### src/hw/sscf_pkg.sv
// constants, types and register map of the slave serial port configuration and fifo level block
// Overview of operation
// - port enabled blocks writes to control registers
// - phase 0: gap bit picks select level between frames
// - control word length is code plus one
// - output enable bit gates serial data output
// - transfer mode marks valid data, shifting unchanged
// - polarity bit gives serial clock idle level
// - phase bit picks first or second sampling edge outside frame pulse and three-wire
// - protocol field picks standard, frame pulse, three-wire
// - data frame length is code plus one
// - three-wire direction bit: receive or transmit data
// - three-wire sequence bit: single or continuous frames
// - tx threshold flag when level at or below
// - rx threshold flag when level at or above
// - tx level field shows tx fifo count
// - rx level field shows rx fifo count
// - unprogrammed threshold acts as full fifo capacity
package sscf_pkg;

  ////////////////////////////////////////////////////////////////////////////
  // register offsets
  localparam logic [7:0] SSCF_OFF_CTRL_MAIN  = 8'h00;
  localparam logic [7:0] SSCF_OFF_PORT_EN    = 8'h08;
  localparam logic [7:0] SSCF_OFF_THREE_WIRE = 8'h0c;
  localparam logic [7:0] SSCF_OFF_TX_THR     = 8'h18;
  localparam logic [7:0] SSCF_OFF_RX_THR     = 8'h1c;
  localparam logic [7:0] SSCF_OFF_TX_LVL     = 8'h20;
  localparam logic [7:0] SSCF_OFF_RX_LVL     = 8'h24;

  // field positions
  localparam int SSCF_POS_GAP      = 24;
  localparam int SSCF_POS_CTRL_LEN = 12;
  localparam int SSCF_POS_OUT_EN   = 10;
  localparam int SSCF_POS_TMODE    = 8;
  localparam int SSCF_POS_CLOCK_IDLE_LEVEL     = 7;
  localparam int SSCF_POS_CLOCK_SAMPLE_PHASE     = 6;
  localparam int SSCF_POS_PROTO    = 4;
  localparam int SSCF_POS_DFS      = 0;
  localparam int SSCF_POS_DIR      = 1;
  localparam int SSCF_POS_SEQ      = 0;
  localparam int SSCF_POS_EN       = 0;

  // reset values
  localparam logic [31:0] SSCF_RST_CTRL_MAIN = 32'h01000007;
  localparam logic [1:0]  SSCF_RST_THR       = 2'h0;

  // fifo shape and thresholds
  localparam int         SSCF_DATA_W      = 16;
  localparam int         SSCF_FIFO_DEPTH  = 4;
  localparam int         SSCF_LVL_W       = 3;
  localparam logic [2:0] SSCF_THR_DEFAULT = 3'h4;

  // protocol and transfer mode codes
  localparam logic [1:0] SSCF_PROTO_SPI = 2'h0;
  localparam logic [1:0] SSCF_PROTO_SSP = 2'h1;
  localparam logic [1:0] SSCF_PROTO_3W  = 2'h2;
  localparam logic [1:0] SSCF_MODE_TX   = 2'h1;
  localparam logic [1:0] SSCF_MODE_RX   = 2'h2;

  ////////////////////////////////////////////////////////////////////////////
  // types
  typedef struct packed {
    logic       select_gap_toggle;
    logic [3:0] control_word_length;
    logic       slave_output_enable;
    logic [1:0] transfer_direction_mode;
    logic       clock_idle_level;
    logic       clock_sample_phase;
    logic [1:0] frame_protocol_select;
    logic [3:0] data_frame_size;
  } sscf_cfg_t;

  typedef struct packed {
    logic        wr;
    logic        rd;
    logic [7:0]  addr;
    logic [31:0] wdata;
  } sscf_reg_req_t;

  typedef enum logic [3:0] {
    SSCF_ST_IDLE = 4'h1,
    SSCF_ST_CTRL = 4'h2,
    SSCF_ST_DATA = 4'h4,
    SSCF_ST_GAP  = 4'h8
  } sscf_state_t;

  // unpack the main control word into its fields
  function automatic sscf_cfg_t sscf_cfg_from_word(input logic [31:0] w);
    sscf_cfg_t c;
    c.select_gap_toggle       = w[SSCF_POS_GAP];
    c.control_word_length     = w[SSCF_POS_CTRL_LEN +: 4];
    c.slave_output_enable     = w[SSCF_POS_OUT_EN];
    c.transfer_direction_mode = w[SSCF_POS_TMODE +: 2];
    c.clock_idle_level        = w[SSCF_POS_CLOCK_IDLE_LEVEL];
    c.clock_sample_phase      = w[SSCF_POS_CLOCK_SAMPLE_PHASE];
    c.frame_protocol_select   = w[SSCF_POS_PROTO +: 2];
    c.data_frame_size         = w[SSCF_POS_DFS +: 4];
    return c;
  endfunction

  // pack the fields back, reserved bits read as zero
  function automatic logic [31:0] sscf_cfg_to_word(input sscf_cfg_t c);
    logic [31:0] w;
    w                           = 32'h00000000;
    w[SSCF_POS_GAP]             = c.select_gap_toggle;
    w[SSCF_POS_CTRL_LEN +: 4]   = c.control_word_length;
    w[SSCF_POS_OUT_EN]          = c.slave_output_enable;
    w[SSCF_POS_TMODE +: 2]      = c.transfer_direction_mode;
    w[SSCF_POS_CLOCK_IDLE_LEVEL]            = c.clock_idle_level;
    w[SSCF_POS_CLOCK_SAMPLE_PHASE]            = c.clock_sample_phase;
    w[SSCF_POS_PROTO +: 2]      = c.frame_protocol_select;
    w[SSCF_POS_DFS +: 4]        = c.data_frame_size;
    return w;
  endfunction

endpackage

### src/hw/sscf_fifo.sv
// four-entry data fifo with registered count, full and empty
`timescale 1ns/10ps
module sscf_fifo import sscf_pkg::*; (
  // clock and reset
  input  wire logic                   ref_clk,
  input  wire logic                   reset,
  // fill side
  input  wire logic                   push,
  input  wire logic [SSCF_DATA_W-1:0] push_data,
  // drain side
  input  wire logic                   pop,
  output logic      [SSCF_DATA_W-1:0] head,
  // level
  output logic      [SSCF_LVL_W-1:0]  count,
  output logic                        full,
  output logic                        empty
);

  logic [SSCF_DATA_W-1:0] mem [SSCF_FIFO_DEPTH];
  logic [1:0]             wr_ptr;
  logic [1:0]             rd_ptr;
  logic                   do_push;
  logic                   do_pop;
  logic [SSCF_LVL_W-1:0]  next_count;

  // a push into a full fifo or a pop from an empty one is dropped
  assign do_push = push && !full;
  assign do_pop  = pop && !empty;
  assign head    = mem[rd_ptr];

  always_comb begin
    next_count = count;
    if (do_push && !do_pop) begin
      next_count = count + 3'h1;
    end else if (do_pop && !do_push) begin
      next_count = count - 3'h1;
    end
  end

  // storage, no reset needed on data
  always_ff @(posedge ref_clk) begin
    if (do_push) begin
      mem[wr_ptr] <= push_data;
    end
  end

  // pointers and level flags, full and empty kept as flops
  always_ff @(posedge ref_clk or posedge reset) begin
    if (reset) begin
      wr_ptr <= 2'h0;
      rd_ptr <= 2'h0;
      count  <= 3'h0;
      full   <= 1'b0;
      empty  <= 1'b1;
    end else begin
      if (do_push) begin
        wr_ptr <= wr_ptr + 2'h1;
      end
      if (do_pop) begin
        rd_ptr <= rd_ptr + 2'h1;
      end
      count <= next_count;
      full  <= (next_count == SSCF_THR_DEFAULT);
      empty <= (next_count == 3'h0);
    end
  end

endmodule

### src/hw/sscf_top.sv
// slave serial port: configuration registers, fifo levels and frame shifter
`timescale 1ns/10ps
module sscf_top import sscf_pkg::*; (
  // clock and reset
  input  wire logic                   ref_clk,
  input  wire logic                   reset,
  // register port
  input  wire sscf_reg_req_t          reg_req,
  output logic      [31:0]            reg_rdata,
  // transmit data side
  input  wire logic                   tx_push,
  input  wire logic [SSCF_DATA_W-1:0] tx_data,
  output logic                        tx_full,
  // receive data side
  input  wire logic                   rx_pop,
  output logic      [SSCF_DATA_W-1:0] rx_data,
  output logic                        rx_valid,
  // threshold conditions
  output logic                        tx_threshold_hit,
  output logic                        rx_threshold_hit,
  // serial pins
  input  wire logic                   sclk,
  input  wire logic                   slave_select_n,
  input  wire logic                   mosi,
  output logic                        miso_out,
  output logic                        miso_oe
);

  ////////////////////////////////////////////////////////////////////////////
  // declarations
  sscf_cfg_t              cfg;
  logic                   port_en;
  logic                   three_wire_data_direction;
  logic                   three_wire_sequence_mode;
  logic [1:0]             tx_threshold_level;
  logic [1:0]             rx_threshold_level;
  logic                   tx_thr_set;
  logic                   rx_thr_set;
  logic [2:0]             tx_thr_eff;
  logic [2:0]             rx_thr_eff;
  logic [31:0]            next_rdata;

  logic [2:0]             sync_a;
  logic [2:0]             sync_b;
  logic                   sclk_s;
  logic                   ss_n_s;
  logic                   mosi_s;
  logic                   sclk_last;
  logic                   ss_last;
  logic                   rise;
  logic                   fall;
  logic                   lead;
  logic                   trail;
  logic                   sample_edge;
  logic                   shift_edge;

  sscf_state_t            state;
  logic [3:0]             bit_cnt;
  logic [SSCF_DATA_W-1:0] tx_sh;
  logic [SSCF_DATA_W-1:0] rx_sh;
  logic                   is_3w;
  logic                   is_ssp;
  logic                   sel_active;
  logic                   start;
  logic                   sel_lost;
  logic [3:0]             len_last;
  logic                   frame_done;
  logic                   stay;
  logic                   next_is_data;
  logic                   load_data;
  logic                   data_is_tx;
  logic                   data_is_rx;
  logic                   tx_pop;
  logic                   rx_push;
  logic [SSCF_DATA_W-1:0] load_word;

  logic [SSCF_DATA_W-1:0] tx_head;
  logic [SSCF_LVL_W-1:0]  tx_entry_count;
  logic                   tx_empty;
  logic [SSCF_DATA_W-1:0] rx_head;
  logic [SSCF_LVL_W-1:0]  rx_entry_count;
  logic                   rx_empty;

  ////////////////////////////////////////////////////////////////////////////
  // register writes
  // control writes are dropped while enabled so the shifter never sees a
  // format change in the middle of a frame
  always_ff @(posedge ref_clk or posedge reset) begin
    if (reset) begin
      cfg                       <= sscf_cfg_from_word(SSCF_RST_CTRL_MAIN);
      port_en                   <= 1'b0;
      three_wire_data_direction <= 1'b0;
      three_wire_sequence_mode  <= 1'b0;
    end else if (reg_req.wr) begin
      if (reg_req.addr == SSCF_OFF_CTRL_MAIN && !port_en) begin
        cfg <= sscf_cfg_from_word(reg_req.wdata);
      end
      if (reg_req.addr == SSCF_OFF_THREE_WIRE && !port_en) begin
        three_wire_data_direction <= reg_req.wdata[SSCF_POS_DIR];
        three_wire_sequence_mode  <= reg_req.wdata[SSCF_POS_SEQ];
      end
      if (reg_req.addr == SSCF_OFF_PORT_EN) begin
        port_en <= reg_req.wdata[SSCF_POS_EN];
      end
    end
  end

  // thresholds, writable at any time; the set flags remember a first write
  always_ff @(posedge ref_clk or posedge reset) begin
    if (reset) begin
      tx_threshold_level <= SSCF_RST_THR;
      rx_threshold_level <= SSCF_RST_THR;
      tx_thr_set         <= 1'b0;
      rx_thr_set         <= 1'b0;
    end else if (reg_req.wr) begin
      if (reg_req.addr == SSCF_OFF_TX_THR) begin
        tx_threshold_level <= reg_req.wdata[1:0];
        tx_thr_set         <= 1'b1;
      end
      if (reg_req.addr == SSCF_OFF_RX_THR) begin
        rx_threshold_level <= reg_req.wdata[1:0];
        rx_thr_set         <= 1'b1;
      end
    end
  end

  // unprogrammed thresholds stand at fifo capacity
  assign tx_thr_eff = tx_thr_set ? {1'b0, tx_threshold_level} : SSCF_THR_DEFAULT;
  assign rx_thr_eff = rx_thr_set ? {1'b0, rx_threshold_level} : SSCF_THR_DEFAULT;

  ////////////////////////////////////////////////////////////////////////////
  // register reads, unmapped offsets answer zero
  always_comb begin
    next_rdata = 32'h00000000;
    case (reg_req.addr)
      SSCF_OFF_CTRL_MAIN:  next_rdata = sscf_cfg_to_word(cfg);
      SSCF_OFF_PORT_EN:    next_rdata[SSCF_POS_EN] = port_en;
      SSCF_OFF_THREE_WIRE: begin
        next_rdata[SSCF_POS_DIR] = three_wire_data_direction;
        next_rdata[SSCF_POS_SEQ] = three_wire_sequence_mode;
      end
      SSCF_OFF_TX_THR:     next_rdata[1:0] = tx_threshold_level;
      SSCF_OFF_RX_THR:     next_rdata[1:0] = rx_threshold_level;
      SSCF_OFF_TX_LVL:     next_rdata[2:0] = tx_entry_count;
      SSCF_OFF_RX_LVL:     next_rdata[2:0] = rx_entry_count;
      default:             next_rdata = 32'h00000000;
    endcase
  end

  // read data lands one edge after the read strobe and then holds
  always_ff @(posedge ref_clk or posedge reset) begin
    if (reset) begin
      reg_rdata <= 32'h00000000;
    end else if (reg_req.rd) begin
      reg_rdata <= next_rdata;
    end
  end

  ////////////////////////////////////////////////////////////////////////////
  // pin synchronisers: sync_a feeds only sync_b
  always_ff @(posedge ref_clk or posedge reset) begin
    if (reset) begin
      sync_a    <= 3'h2;
      sync_b    <= 3'h2;
      sclk_last <= 1'b0;
      ss_last   <= 1'b1;
    end else begin
      sync_a    <= {sclk, slave_select_n, mosi};
      sync_b    <= sync_a;
      sclk_last <= sync_b[2];
      ss_last   <= sync_b[1];
    end
  end

  assign sclk_s = sync_b[2];
  assign ss_n_s = sync_b[1];
  assign mosi_s = sync_b[0];

  // clock edges relative to the idle level
  assign rise  = sclk_s && !sclk_last;
  assign fall  = !sclk_s && sclk_last;
  assign lead  = cfg.clock_idle_level ? fall : rise;
  assign trail = cfg.clock_idle_level ? rise : fall;

  // frame pulse format samples on falling, three-wire on rising edges
  always_comb begin
    case (cfg.frame_protocol_select)
      SSCF_PROTO_SSP: begin
        sample_edge = fall;
        shift_edge  = rise;
      end
      SSCF_PROTO_3W: begin
        sample_edge = rise;
        shift_edge  = fall;
      end
      default: begin
        sample_edge = cfg.clock_sample_phase ? trail : lead;
        shift_edge  = cfg.clock_sample_phase ? lead : trail;
      end
    endcase
  end

  ////////////////////////////////////////////////////////////////////////////
  // frame control terms
  assign is_3w      = (cfg.frame_protocol_select == SSCF_PROTO_3W);
  assign is_ssp     = (cfg.frame_protocol_select == SSCF_PROTO_SSP);
  assign sel_active = is_ssp ? ss_n_s : !ss_n_s;
  // frame pulse format starts when the one-clock pulse ends
  assign start      = port_en && (is_ssp ? (!ss_n_s && ss_last) : !ss_n_s);
  assign sel_lost   = !is_ssp && ss_n_s;
  assign len_last   = (state == SSCF_ST_CTRL) ? cfg.control_word_length
                                              : cfg.data_frame_size;
  assign frame_done = (state == SSCF_ST_CTRL || state == SSCF_ST_DATA) && !sel_lost &&
                      sample_edge && (bit_cnt == len_last);

  // whether the next data frame follows without a select gap
  always_comb begin
    case (cfg.frame_protocol_select)
      SSCF_PROTO_SPI: stay = cfg.clock_sample_phase || !cfg.select_gap_toggle;
      SSCF_PROTO_3W:  stay = three_wire_sequence_mode;
      default:        stay = 1'b0;
    endcase
  end

  // transfer mode only marks validity; the shifter runs the same either way
  assign data_is_tx   = is_3w ? three_wire_data_direction
                              : (cfg.transfer_direction_mode != SSCF_MODE_RX);
  assign data_is_rx   = is_3w ? !three_wire_data_direction
                              : (cfg.transfer_direction_mode != SSCF_MODE_TX);
  assign next_is_data = frame_done && (state == SSCF_ST_CTRL || stay);
  assign load_data    = (state == SSCF_ST_IDLE && start && !is_3w) || next_is_data;
  assign tx_pop       = load_data && data_is_tx && !tx_empty;
  assign load_word    = tx_pop ? tx_head : {SSCF_DATA_W{1'b0}};  // an empty fifo sends zeros
  assign rx_push      = frame_done && (state == SSCF_ST_DATA) && data_is_rx;

  ////////////////////////////////////////////////////////////////////////////
  // frame shifter
  // the shift edge before the first sample is skipped so the preloaded
  // first bit stays on the line for phase 1
  always_ff @(posedge ref_clk or posedge reset) begin
    if (reset) begin
      state   <= SSCF_ST_IDLE;
      bit_cnt <= 4'h0;
      tx_sh   <= {SSCF_DATA_W{1'b0}};
      rx_sh   <= {SSCF_DATA_W{1'b0}};
    end else if (!port_en) begin
      state   <= SSCF_ST_IDLE;
      bit_cnt <= 4'h0;
    end else begin
      case (state)
        SSCF_ST_IDLE: begin
          if (start) begin
            state   <= is_3w ? SSCF_ST_CTRL : SSCF_ST_DATA;
            bit_cnt <= 4'h0;
            tx_sh   <= load_word;
            rx_sh   <= {SSCF_DATA_W{1'b0}};  // no bits left over from an aborted frame
          end
        end
        SSCF_ST_CTRL, SSCF_ST_DATA: begin
          if (sel_lost) begin
            state <= SSCF_ST_IDLE;
          end else if (sample_edge) begin
            rx_sh <= frame_done ? {SSCF_DATA_W{1'b0}} : {rx_sh[SSCF_DATA_W-2:0], mosi_s};
            if (frame_done) begin
              bit_cnt <= 4'h0;
              if (next_is_data) begin
                state <= SSCF_ST_DATA;
                tx_sh <= load_word;
              end else begin
                state <= is_ssp ? SSCF_ST_IDLE : SSCF_ST_GAP;
              end
            end else begin
              bit_cnt <= bit_cnt + 4'h1;
            end
          end else if (shift_edge && bit_cnt != 4'h0) begin
            tx_sh <= {tx_sh[SSCF_DATA_W-2:0], 1'b0};
          end
        end
        SSCF_ST_GAP: begin
          if (!sel_active) begin
            state <= SSCF_ST_IDLE;
          end
        end
        default: state <= SSCF_ST_IDLE;
      endcase
    end
  end

  // serial output, gated by the output enable bit
  always_ff @(posedge ref_clk or posedge reset) begin
    if (reset) begin
      miso_out <= 1'b0;
      miso_oe  <= 1'b0;
    end else begin
      miso_out <= tx_sh[cfg.data_frame_size];
      miso_oe  <= port_en && cfg.slave_output_enable &&
                  (state == SSCF_ST_DATA) && (!is_3w || three_wire_data_direction);
    end
  end

  ////////////////////////////////////////////////////////////////////////////
  // fifos
  sscf_fifo u_tx_fifo (
    .ref_clk   (ref_clk),
    .reset     (reset),
    .push      (tx_push),
    .push_data (tx_data),
    .pop       (tx_pop),
    .head      (tx_head),
    .count     (tx_entry_count),
    .full      (tx_full),
    .empty     (tx_empty)
  );

  // received word is the low bits of the shifter, right aligned
  sscf_fifo u_rx_fifo (
    .ref_clk   (ref_clk),
    .reset     (reset),
    .push      (rx_push),
    .push_data ({rx_sh[SSCF_DATA_W-2:0], mosi_s}),
    .pop       (rx_pop && !rx_empty),
    .head      (rx_head),
    .count     (rx_entry_count),
    .full      (),
    .empty     (rx_empty)
  );

  // receive side read-out, valid one edge after the pop
  always_ff @(posedge ref_clk or posedge reset) begin
    if (reset) begin
      rx_data  <= {SSCF_DATA_W{1'b0}};
      rx_valid <= 1'b0;
    end else begin
      rx_valid <= rx_pop && !rx_empty;
      if (rx_pop && !rx_empty) begin
        rx_data <= rx_head;
      end
    end
  end

  // threshold conditions as levels
  always_ff @(posedge ref_clk or posedge reset) begin
    if (reset) begin
      tx_threshold_hit <= 1'b0;
      rx_threshold_hit <= 1'b0;
    end else begin
      tx_threshold_hit <= (tx_entry_count <= tx_thr_eff);
      rx_threshold_hit <= (rx_entry_count >= rx_thr_eff);
    end
  end

endmodule

### config.mk
export PLATFORM = sky130hd
export DESIGN_NAME = sscf_top
export DESIGN_NICKNAME = d
export VERILOG_FILES = /design/src/hw/sscf_pkg.sv /design/src/hw/sscf_fifo.sv /design/src/hw/sscf_top.sv
export SDC_FILE = /design/constraint.sdc
export NUM_CORES = 1
export LEC_CHECK = 0
export BUFFER_PORTS_ARGS = -buffer_cell sky130_fd_sc_hd__buf_2
export CELL_PAD_IN_SITES_DETAIL_PLACEMENT = 1
export CELL_PAD_IN_SITES_GLOBAL_PLACEMENT = 1
export CORE_MARGIN = 10
export CORE_UTILIZATION = 44
export DETAILED_ROUTE_END_ITERATION = 12
export PLACE_DENSITY = 0.75
export RECOVER_POWER = 100
export SLEW_MARGIN = 20
export SYNTH_ARGS = -nofsm -noshare
export SYNTH_HDL_FRONTEND = slang
export SYNTH_HIERARCHICAL = 1
export SYNTH_SLANG_ARGS = --single-unit
### constraint.sdc
create_clock -name ref_clk -period 3.9 [get_ports ref_clk]
set_clock_uncertainty 0.2 [all_clocks]
set_input_delay 1.17 -clock ref_clk [delete_from_list [all_inputs] [get_ports ref_clk]]
set_output_delay 1.17 -clock ref_clk [all_outputs]
set_load 0.02 [all_outputs]
[Word level (Yosys, flattened, before mapping)]
Memory sizes are Yosys's and may differ from the RTL's. A register that Yosys moved wholly into a read port is not among the register bits.
Cells that the tools add are included.
Storage, ports and cells
  memories kept: 2
  register bits after elaboration: 127
  bits in latches: 0
  output and inout bits: 54
  ROM bits: 0
  bits in writable memories: 128
Operators by class
  bitwise gates (word level): 0
  multiplexer cells: 57
  add/subtract/negate cells: 9
  shifts and indexed selects: 0
  multiply operators: 0
  eq/ne operators: 30
  div/mod/pow operators: 0
  reduce and logical (&&, ||, !) cells: 68
  magnitude comparators: 3
Memory list
  u_rx_fifo.mem: words 4, bits a word 16, rd ports 1, clocked after Yosys merged registers in 1, wr ports 1, RTL line sscf_fifo.sv:19  | logic [SSCF_DATA_W-1:0] mem [SSCF_FIFO_DEPTH];
  u_tx_fifo.mem: words 4, bits a word 16, rd ports 1, clocked after Yosys merged registers in 0, wr ports 1, RTL line sscf_fifo.sv:19
Operators by type and width (number)
  $mux 16: 7
  $mux 15: 4
  $mux 4: 14
  $pmux 16 s2: 1
  $logic_and 1x1->1: 30
  $pmux 15 s2: 1
  $mux 22: 1
  $mux 3: 7
  $ne 3x3->1 const B: 7
  $logic_not 1->1: 17
  $eq 8x4->1 const B: 2
  $eq 8x5->1 const B: 2
  $eq 8x6->1 const B: 2
  $mux 1: 13
  $pmux 4 s3: 1
  $reduce_and 2->1: 5
  $add 2x1->2 const B: 4
  $logic_not 8->1: 1
  $ne 2x2->1 const B: 4
  $ne 4x4->1 const B: 2
  $pmux 4 s2: 1
  $reduce_and 4->1: 2
  $pmux 1 s7: 1
  $reduce_and 7->1: 1
  27 further kinds: 37

[Longest topological paths before layout]
  word-level depth: 17
  depth in mapped cells: 13

[Modules after synthesis]
Netlist, hierarchy kept.
By module, submodules not included
  sscf_top: cells an instance 493, times used 1, area an instance 5527.8 um^2
  sscf_fifo at u_tx_fifo: cells an instance 140, times used 1, area an instance 2889.0 um^2
  sscf_fifo at u_rx_fifo: cells an instance 137, times used 1, area an instance 2866.5 um^2

[Worst setup path before layout]
Ideal clock, no wire load.
  kind: register to register
  start: register cfg[4] in the netlist's numbering
  end: register u_rx_fifo.full
  library setup time: 0.087 ns
  setup slack: 0.457 ns
  data arrival time: 3.156 ns
  cell stages (with the launch flop): 14
  buffers on the path: 1
  data required time: 3.613 ns
  cells stage by stage: dfrtp_1 > inv_1 > ha_1 > nor2b_1 > a211oi_1 > or3_1 > o2111a_1 > nand3_1 > a2111oi_0 > nor2b_4 > buf_6 > nor2_2 > or4_4 > a211oi_2
Between the ends
  word-level cells in the longest chain between the ends: 15
RTL lines
  from (decl): RTL line sscf_top.sv:31  | sscf_cfg_t cfg;
  from (signal assigned): RTL line sscf_top.sv:90  | cfg <= sscf_cfg_from_word(SSCF_RST_CTRL_MAIN);
  from (signal assigned): RTL line sscf_top.sv:96  | cfg <= sscf_cfg_from_word(reg_req.wdata);
  $eq 2x1->1: RTL line sscf_top.sv:187, sscf_top.sv:206
  $logic_not 1->1: RTL line sscf_top.sv:210  | assign sel_lost = !is_ssp && ss_n_s;
  $logic_and 1x1->1: RTL line sscf_top.sv:210
  $logic_not 1->1: RTL line sscf_top.sv:213  | assign frame_done = (state == SSCF_ST_CTRL || state == SSCF_ST_DATA) && !sel_lost &&
  $logic_and 1x1->1 (2 in a row): RTL line sscf_top.sv:213
  $logic_and 1x1->1: RTL line sscf_top.sv:214  | sample_edge && (bit_cnt == len_last);
  $logic_and 1x1->1: RTL line sscf_top.sv:234  | assign rx_push = frame_done && (state == SSCF_ST_DATA) && data_is_rx;
  $logic_and 1x1->1 (*): RTL line sscf_top.sv:234
  via rx_push: RTL line sscf_top.sv:74  | logic rx_push;
  $logic_and 1x1->1 (*): RTL line sscf_fifo.sv:27  | assign do_push = push && !full;
  $logic_not 1->1: RTL line sscf_fifo.sv:35  | end else if (do_pop && !do_push) begin
  $logic_and 1x1->1: RTL line sscf_fifo.sv:35
  $mux 3: RTL line sscf_fifo.sv:35
  $mux 3 (*): RTL line sscf_fifo.sv:33  | if (do_push && !do_pop) begin
  $eq 3x3->1 (*): RTL line sscf_fifo.sv:63  | full <= (next_count == SSCF_THR_DEFAULT);
  to (signal assigned): RTL line sscf_fifo.sv:63
  to (decl): RTL line sscf_fifo.sv:15  | output logic full,
The timed path passes the listed nets; every way through them passes the cells marked *.
A chain may end at the register's enable or synchronous reset.

[Worst setup path after layout]
  start: register cfg[4] in the netlist's numbering
  end: memory u_rx_fifo.mem[1][6], enable pin
Between the ends
  word-level cells in the longest chain between the ends: 12
RTL lines
  $eq 2x1->1: RTL line sscf_top.sv:187, sscf_top.sv:206
  $logic_not 1->1: RTL line sscf_top.sv:210
  $logic_and 1x1->1: RTL line sscf_top.sv:210
  $logic_not 1->1: RTL line sscf_top.sv:213
  $logic_and 1x1->1 (2 in a row): RTL line sscf_top.sv:213
  $logic_and 1x1->1: RTL line sscf_top.sv:214
  $logic_and 1x1->1: RTL line sscf_top.sv:234
  $logic_and 1x1->1 (*): RTL line sscf_top.sv:234
  via rx_push: RTL line sscf_top.sv:74
  $logic_and 1x1->1 (*): RTL line sscf_fifo.sv:27
  $mux 1 (*): RTL line sscf_fifo.sv:42  | if (do_push) begin
  $mux 1 (not written as such) (*): RTL line sscf_fifo.sv:43  | mem[wr_ptr] <= push_data;
  to (decl): RTL line sscf_fifo.sv:19
Marked as above.

==> results.md <==
- Length of the first detailed-routing pass in iterations: 4
- Standard-cell rows: 58
- Vias in the first global route: 7,287
- Adder-cell area share of the yosys netlist: 2.661%
- Endpoint class of the critical path: flip-flop
- FFs w/ async S/R, synth: 49.80%
- Clock network fraction of total power: 32.8%
- Pin count of the biggest net entering global routing: 57
- Count of hold-fix buffers inserted at cts: 0
- CTS tree: done
- Clk sinks: 255
- Critical path start-end classification: reg2reg
- Number of clock buffers inserted by TritonCTS: 27
- Area of the die: 0.03245 mm^2
- Sequential cell area: 0.007036 mm^2
- Post-CTS clock slew at the launch and capture registers of the worst setup and hold paths: 60 ps
- P&R area growth vs syn: 12.82%
- Number of buffers between clock root and the deepest sink: 3
- Global router's overall resource usage: 15.00%
- Antenna violations before repair: 0
- Utilization after layout: 50.55%
- Compound-gate portion of the synthesized area: 7.596%
- Part of the Yosys area used for sequential elements: 62.34%
- Detailed-route wire length per cell: 20.43 um
- Gate count after technology mapping: 770
- Xor and xnor area share after synthesis: 1.231%
- Total global routing overflow: 0
- Combinational group share of total power: 19.4%
- Via-per-instance ratio: 5.401
- Hold Fails Final Rpt: 0
- Fin crit share: 93.80%
- DRC violation count after routing: 0
- Standby leakage power: 4.991 nW
- Switching power as a share of total power: 29.14%
- Dominant combinational cell family by area after synthesis: multiplexers
- Largest driver fanout on the critical path: 16
- Wire length of the first global-routing pass: 40.34 mm
- Synth Area in Simple Gates: 7.995%
- Ant diodes: 0
- Post-Route WL: 24.94 mm
- Final setup violation count: 0
- Proportion of synthesized area in mux cells: 13.73%
- Height of the chip: 180.1 um
- Kind of path behind the tightest hold check: reg2reg
- Final-layout setup total negative slack: 0 ps
- Status: finished, violations left
- Critical Path AT: 3680 ps
- Die boundary width: 180.1 um
- DP Wirelength: 17.10 mm
- Library cells used by synthesis: 80
- Required time at the endpoint of the critical path: 3920 ps
- Worst VDD drop: 368.6 uV
- Total of buffers placed on input and output ports: 86
- Starting DRC count in detailed routing: 274
- Cell internal pwr: 0.005122 W
- Vias post-DR: 6,595
- Clock period minus final worst setup slack: 3658 ps
- RSZ-0062 raised after global routing: false
- Count of H-tree levels built during CTS: 1
- Crit start category: flip-flop
- Fmax: 0.2734 GHz
- Rel. slew slack: 0.1192%
- Number of enable-type register cells in the synthesized netlist: 128
- Fin. max-slew vios: 0
- Final-stage net count: 959
- Number of top-level pins: 119
- Multi-input logic area: 0.003780 mm^2
- Cell Area, Synth: 0.01128 mm^2
- Net Sw Power: 0.002106 W
- Initial core utilization: 44.81%
- Synthesized area per cell: 14.65 um^2
- #FFs+latches synth: 255
- Maximum capacitance violations: 1
- Sequential cell fraction of total power: 47.8%
- FILL cells: 2,527
- Final weighted congestion in routability-driven placement: 0.7847
- Antenna-violating nets left: 0
- Primary FF master, synth: sky130_fd_sc_hd__edfxtp_1
- Violations in the final reports: max-capacitance violations
- Placeable core region: 0.02518 mm^2
- Transition at the pin with the smallest max-transition slack: 1490 ps
- Power per Cell Area: 567.9 mW/mm^2
- Fraction of final layout cells with drive strength greater than 1: 22.90%
- Clock Tree Root: sky130_fd_sc_hd__clkbuf_16
- Warning count from the yosys run: 6
- Latest clock arrival within the worst-skew pair: 540 ps
## cell usage in the layout, fill, tap and decap left out, types with 6 or more instances in the layout
cell type	n
sky130_fd_sc_hd__edfxtp_1	128
sky130_fd_sc_hd__dfrtp_1	116
sky130_fd_sc_hd__clkbuf_1	67
sky130_fd_sc_hd__nand2_1	48
sky130_fd_sc_hd__mux2_2	46
sky130_fd_sc_hd__o21ai_0	43
sky130_fd_sc_hd__inv_1	41
sky130_fd_sc_hd__mux4_2	38
sky130_fd_sc_hd__buf_2	30
sky130_fd_sc_hd__clkbuf_16	27
sky130_fd_sc_hd__ha_1	24
sky130_fd_sc_hd__nor2_1	19
sky130_fd_sc_hd__a22o_1	19
sky130_fd_sc_hd__nand2b_1	17
sky130_fd_sc_hd__a32oi_1	16
sky130_fd_sc_hd__conb_1	16
sky130_fd_sc_hd__buf_4	15
sky130_fd_sc_hd__xnor2_1	12
sky130_fd_sc_hd__nand3_1	12
sky130_fd_sc_hd__nor3_1	11
sky130_fd_sc_hd__dfstp_2	9
sky130_fd_sc_hd__mux2_1	8
sky130_fd_sc_hd__nor3b_1	7
sky130_fd_sc_hd__nor2b_1	7
sky130_fd_sc_hd__clkinv_1	7
sky130_fd_sc_hd__and2_0	6
sky130_fd_sc_hd__a21oi_1	6
## critical path, cell delays in order (launching register included)
cell                        delay (ps)
sky130_fd_sc_hd__dfrtp_1           380
sky130_fd_sc_hd__inv_1              70
sky130_fd_sc_hd__ha_1              340
sky130_fd_sc_hd__nor2b_1           150
sky130_fd_sc_hd__a211oi_1          150
sky130_fd_sc_hd__or3_1             230
sky130_fd_sc_hd__o2111a_1          240
sky130_fd_sc_hd__nand3_1           210
sky130_fd_sc_hd__a2111oi_2         390
sky130_fd_sc_hd__buf_4             190
sky130_fd_sc_hd__nor2b_4           160
sky130_fd_sc_hd__buf_4             160
sky130_fd_sc_hd__and2_2            140
sky130_fd_sc_hd__clkbuf_4          300
## power groups by stage
stage	Clock [W]	Sequential (W)	Combinational [W]
2_1_floorplan	0	0.00341	0.00110
3_3_place_gp	0	0.00349	0.00139
3_5_place_dp	0	0.00352	0.00145
4_1_cts	0.00244	0.00347	0.00147
5_1_grt	0.00257	0.00351	0.00156
6_report	0.00237	0.00346	0.00140
## layout make-up
| cell class | count | area share (%) |
|---|---|---|
| Multi-Input combinational cell | 434 | 29.69 |
| Clock buffer | 35 | 5.701 |
| Inverter | 42 | 1.248 |
| Sequential cell | 255 | 55.27 |
| Tap cell | 330 | 3.244 |
| Clock inverter | 15 | 0.7667 |
| Timing Repair Buffer | 110 | 4.079 |
## layer usage
metal,vias to the layer above,track usage [%],wire length (um)
met5,-,0,0
met4,0,3.707,432
met3,34,2.550,1004
met2,111,26.12,12760
met1,3418,19.02,10750
li1,3032,-,-
## logic make-up (layout without fill, tap and decap cells)
logic type	after synthesis	after routing
xor+xnor	15	15
other cells	1	16
mux	97	97
simple gates	163	163
fa+ha+maj	24	24
flops	255	255
compound gates	119	119
buf+inv	96	202
## cell usage after synthesis (3+ instances only)
library cell | number | area, um^2
sky130_fd_sc_hd__edfxtp_1 | 128 | 3844
sky130_fd_sc_hd__dfrtp_1 | 117 | 2928
sky130_fd_sc_hd__nand2_1 | 48 | 180.2
sky130_fd_sc_hd__mux2_2 | 46 | 518.0
sky130_fd_sc_hd__o21ai_0 | 43 | 215.2
sky130_fd_sc_hd__inv_1 | 42 | 157.7
sky130_fd_sc_hd__mux4_2 | 38 | 855.8
sky130_fd_sc_hd__ha_1 | 24 | 300.3
sky130_fd_sc_hd__clkbuf_1 | 20 | 75.07
sky130_fd_sc_hd__a22o_1 | 19 | 166.4
sky130_fd_sc_hd__buf_4 | 19 | 142.6
sky130_fd_sc_hd__nor2_1 | 19 | 71.32
sky130_fd_sc_hd__nand2b_1 | 17 | 106.4
sky130_fd_sc_hd__a32oi_1 | 16 | 140.1
sky130_fd_sc_hd__nand3_1 | 12 | 60.06
sky130_fd_sc_hd__nor3_1 | 12 | 60.06
sky130_fd_sc_hd__xnor2_1 | 12 | 105.1
sky130_fd_sc_hd__and2_1 | 10 | 62.56
sky130_fd_sc_hd__dfstp_2 | 10 | 262.8
sky130_fd_sc_hd__mux2_4 | 9 | 135.1
sky130_fd_sc_hd__nor3b_1 | 7 | 52.55
sky130_fd_sc_hd__a21oi_1 | 6 | 30.03
sky130_fd_sc_hd__buf_2 | 6 | 30.03
sky130_fd_sc_hd__nor2b_1 | 6 | 37.54
sky130_fd_sc_hd__and2_2 | 4 | 30.03
sky130_fd_sc_hd__buf_6 | 4 | 45.04
sky130_fd_sc_hd__mux2i_1 | 4 | 40.04
sky130_fd_sc_hd__nand3b_1 | 4 | 30.03
sky130_fd_sc_hd__a21boi_0 | 3 | 22.52
sky130_fd_sc_hd__o21a_1 | 3 | 22.52
## repair_timing
item	in CTS	in global routing
buffers inserted	0	0
gates resized for setup	0	2
endpoints found under the setup margin	0	3
## stage by stage
step                hold WS [ps]  instance area [um^2]  power (W)  setup WS, ps  cells
floorplan                  131.2                 11340   0.004509         457.4    785
global placement           137.8                 12090   0.004876         283.6   1171
detailed placement         148.2                 12090   0.004966         270.3   1171
CTS                        160.1                 12920   0.007376         231.4   1221
global route               170.3                 12730   0.007641         38.80   1221
finish                     159.5                 12730   0.007229         241.7   1221
## flip-flops by register name, summed over array words and instances, names as in the netlist, 2 cells and up
register	flops
state	4
u_rx_fifo/wr_ptr	2
u_rx_fifo/count	3
sync_b	3
tx_sh	16
u_rx_fifo/mem	64
u_tx_fifo/mem	64
u_tx_fifo/count	3
rx_sh	15
cfg	16
rx_data	16
rx_threshold_level	2
u_tx_fifo/rd_ptr	2
reg_rdata	16
bit_cnt	4
sync_a	3
tx_threshold_level	2
u_rx_fifo/rd_ptr	2
u_tx_fifo/wr_ptr	2
## worst paths after layout
path / slack, ps / cells past startpoint / start / to
max: 240 / 13 / cfg[4] / u_rx_fifo/mem[1][6]
min: 160 / 0 / sync_a[2] / sync_b[2]
max reg2reg: 240 / 13 / cfg[4] / u_rx_fifo/mem[1][6]
min reg2reg: 160 / 0 / sync_a[2] / sync_b[2]
max in group asynchronous: 600 / 3 / reset / sclk_last
min in group asynchronous: 510 / 2 / reset / u_rx_fifo/full
No activity file was read; power rests on OpenSTA's default activity.
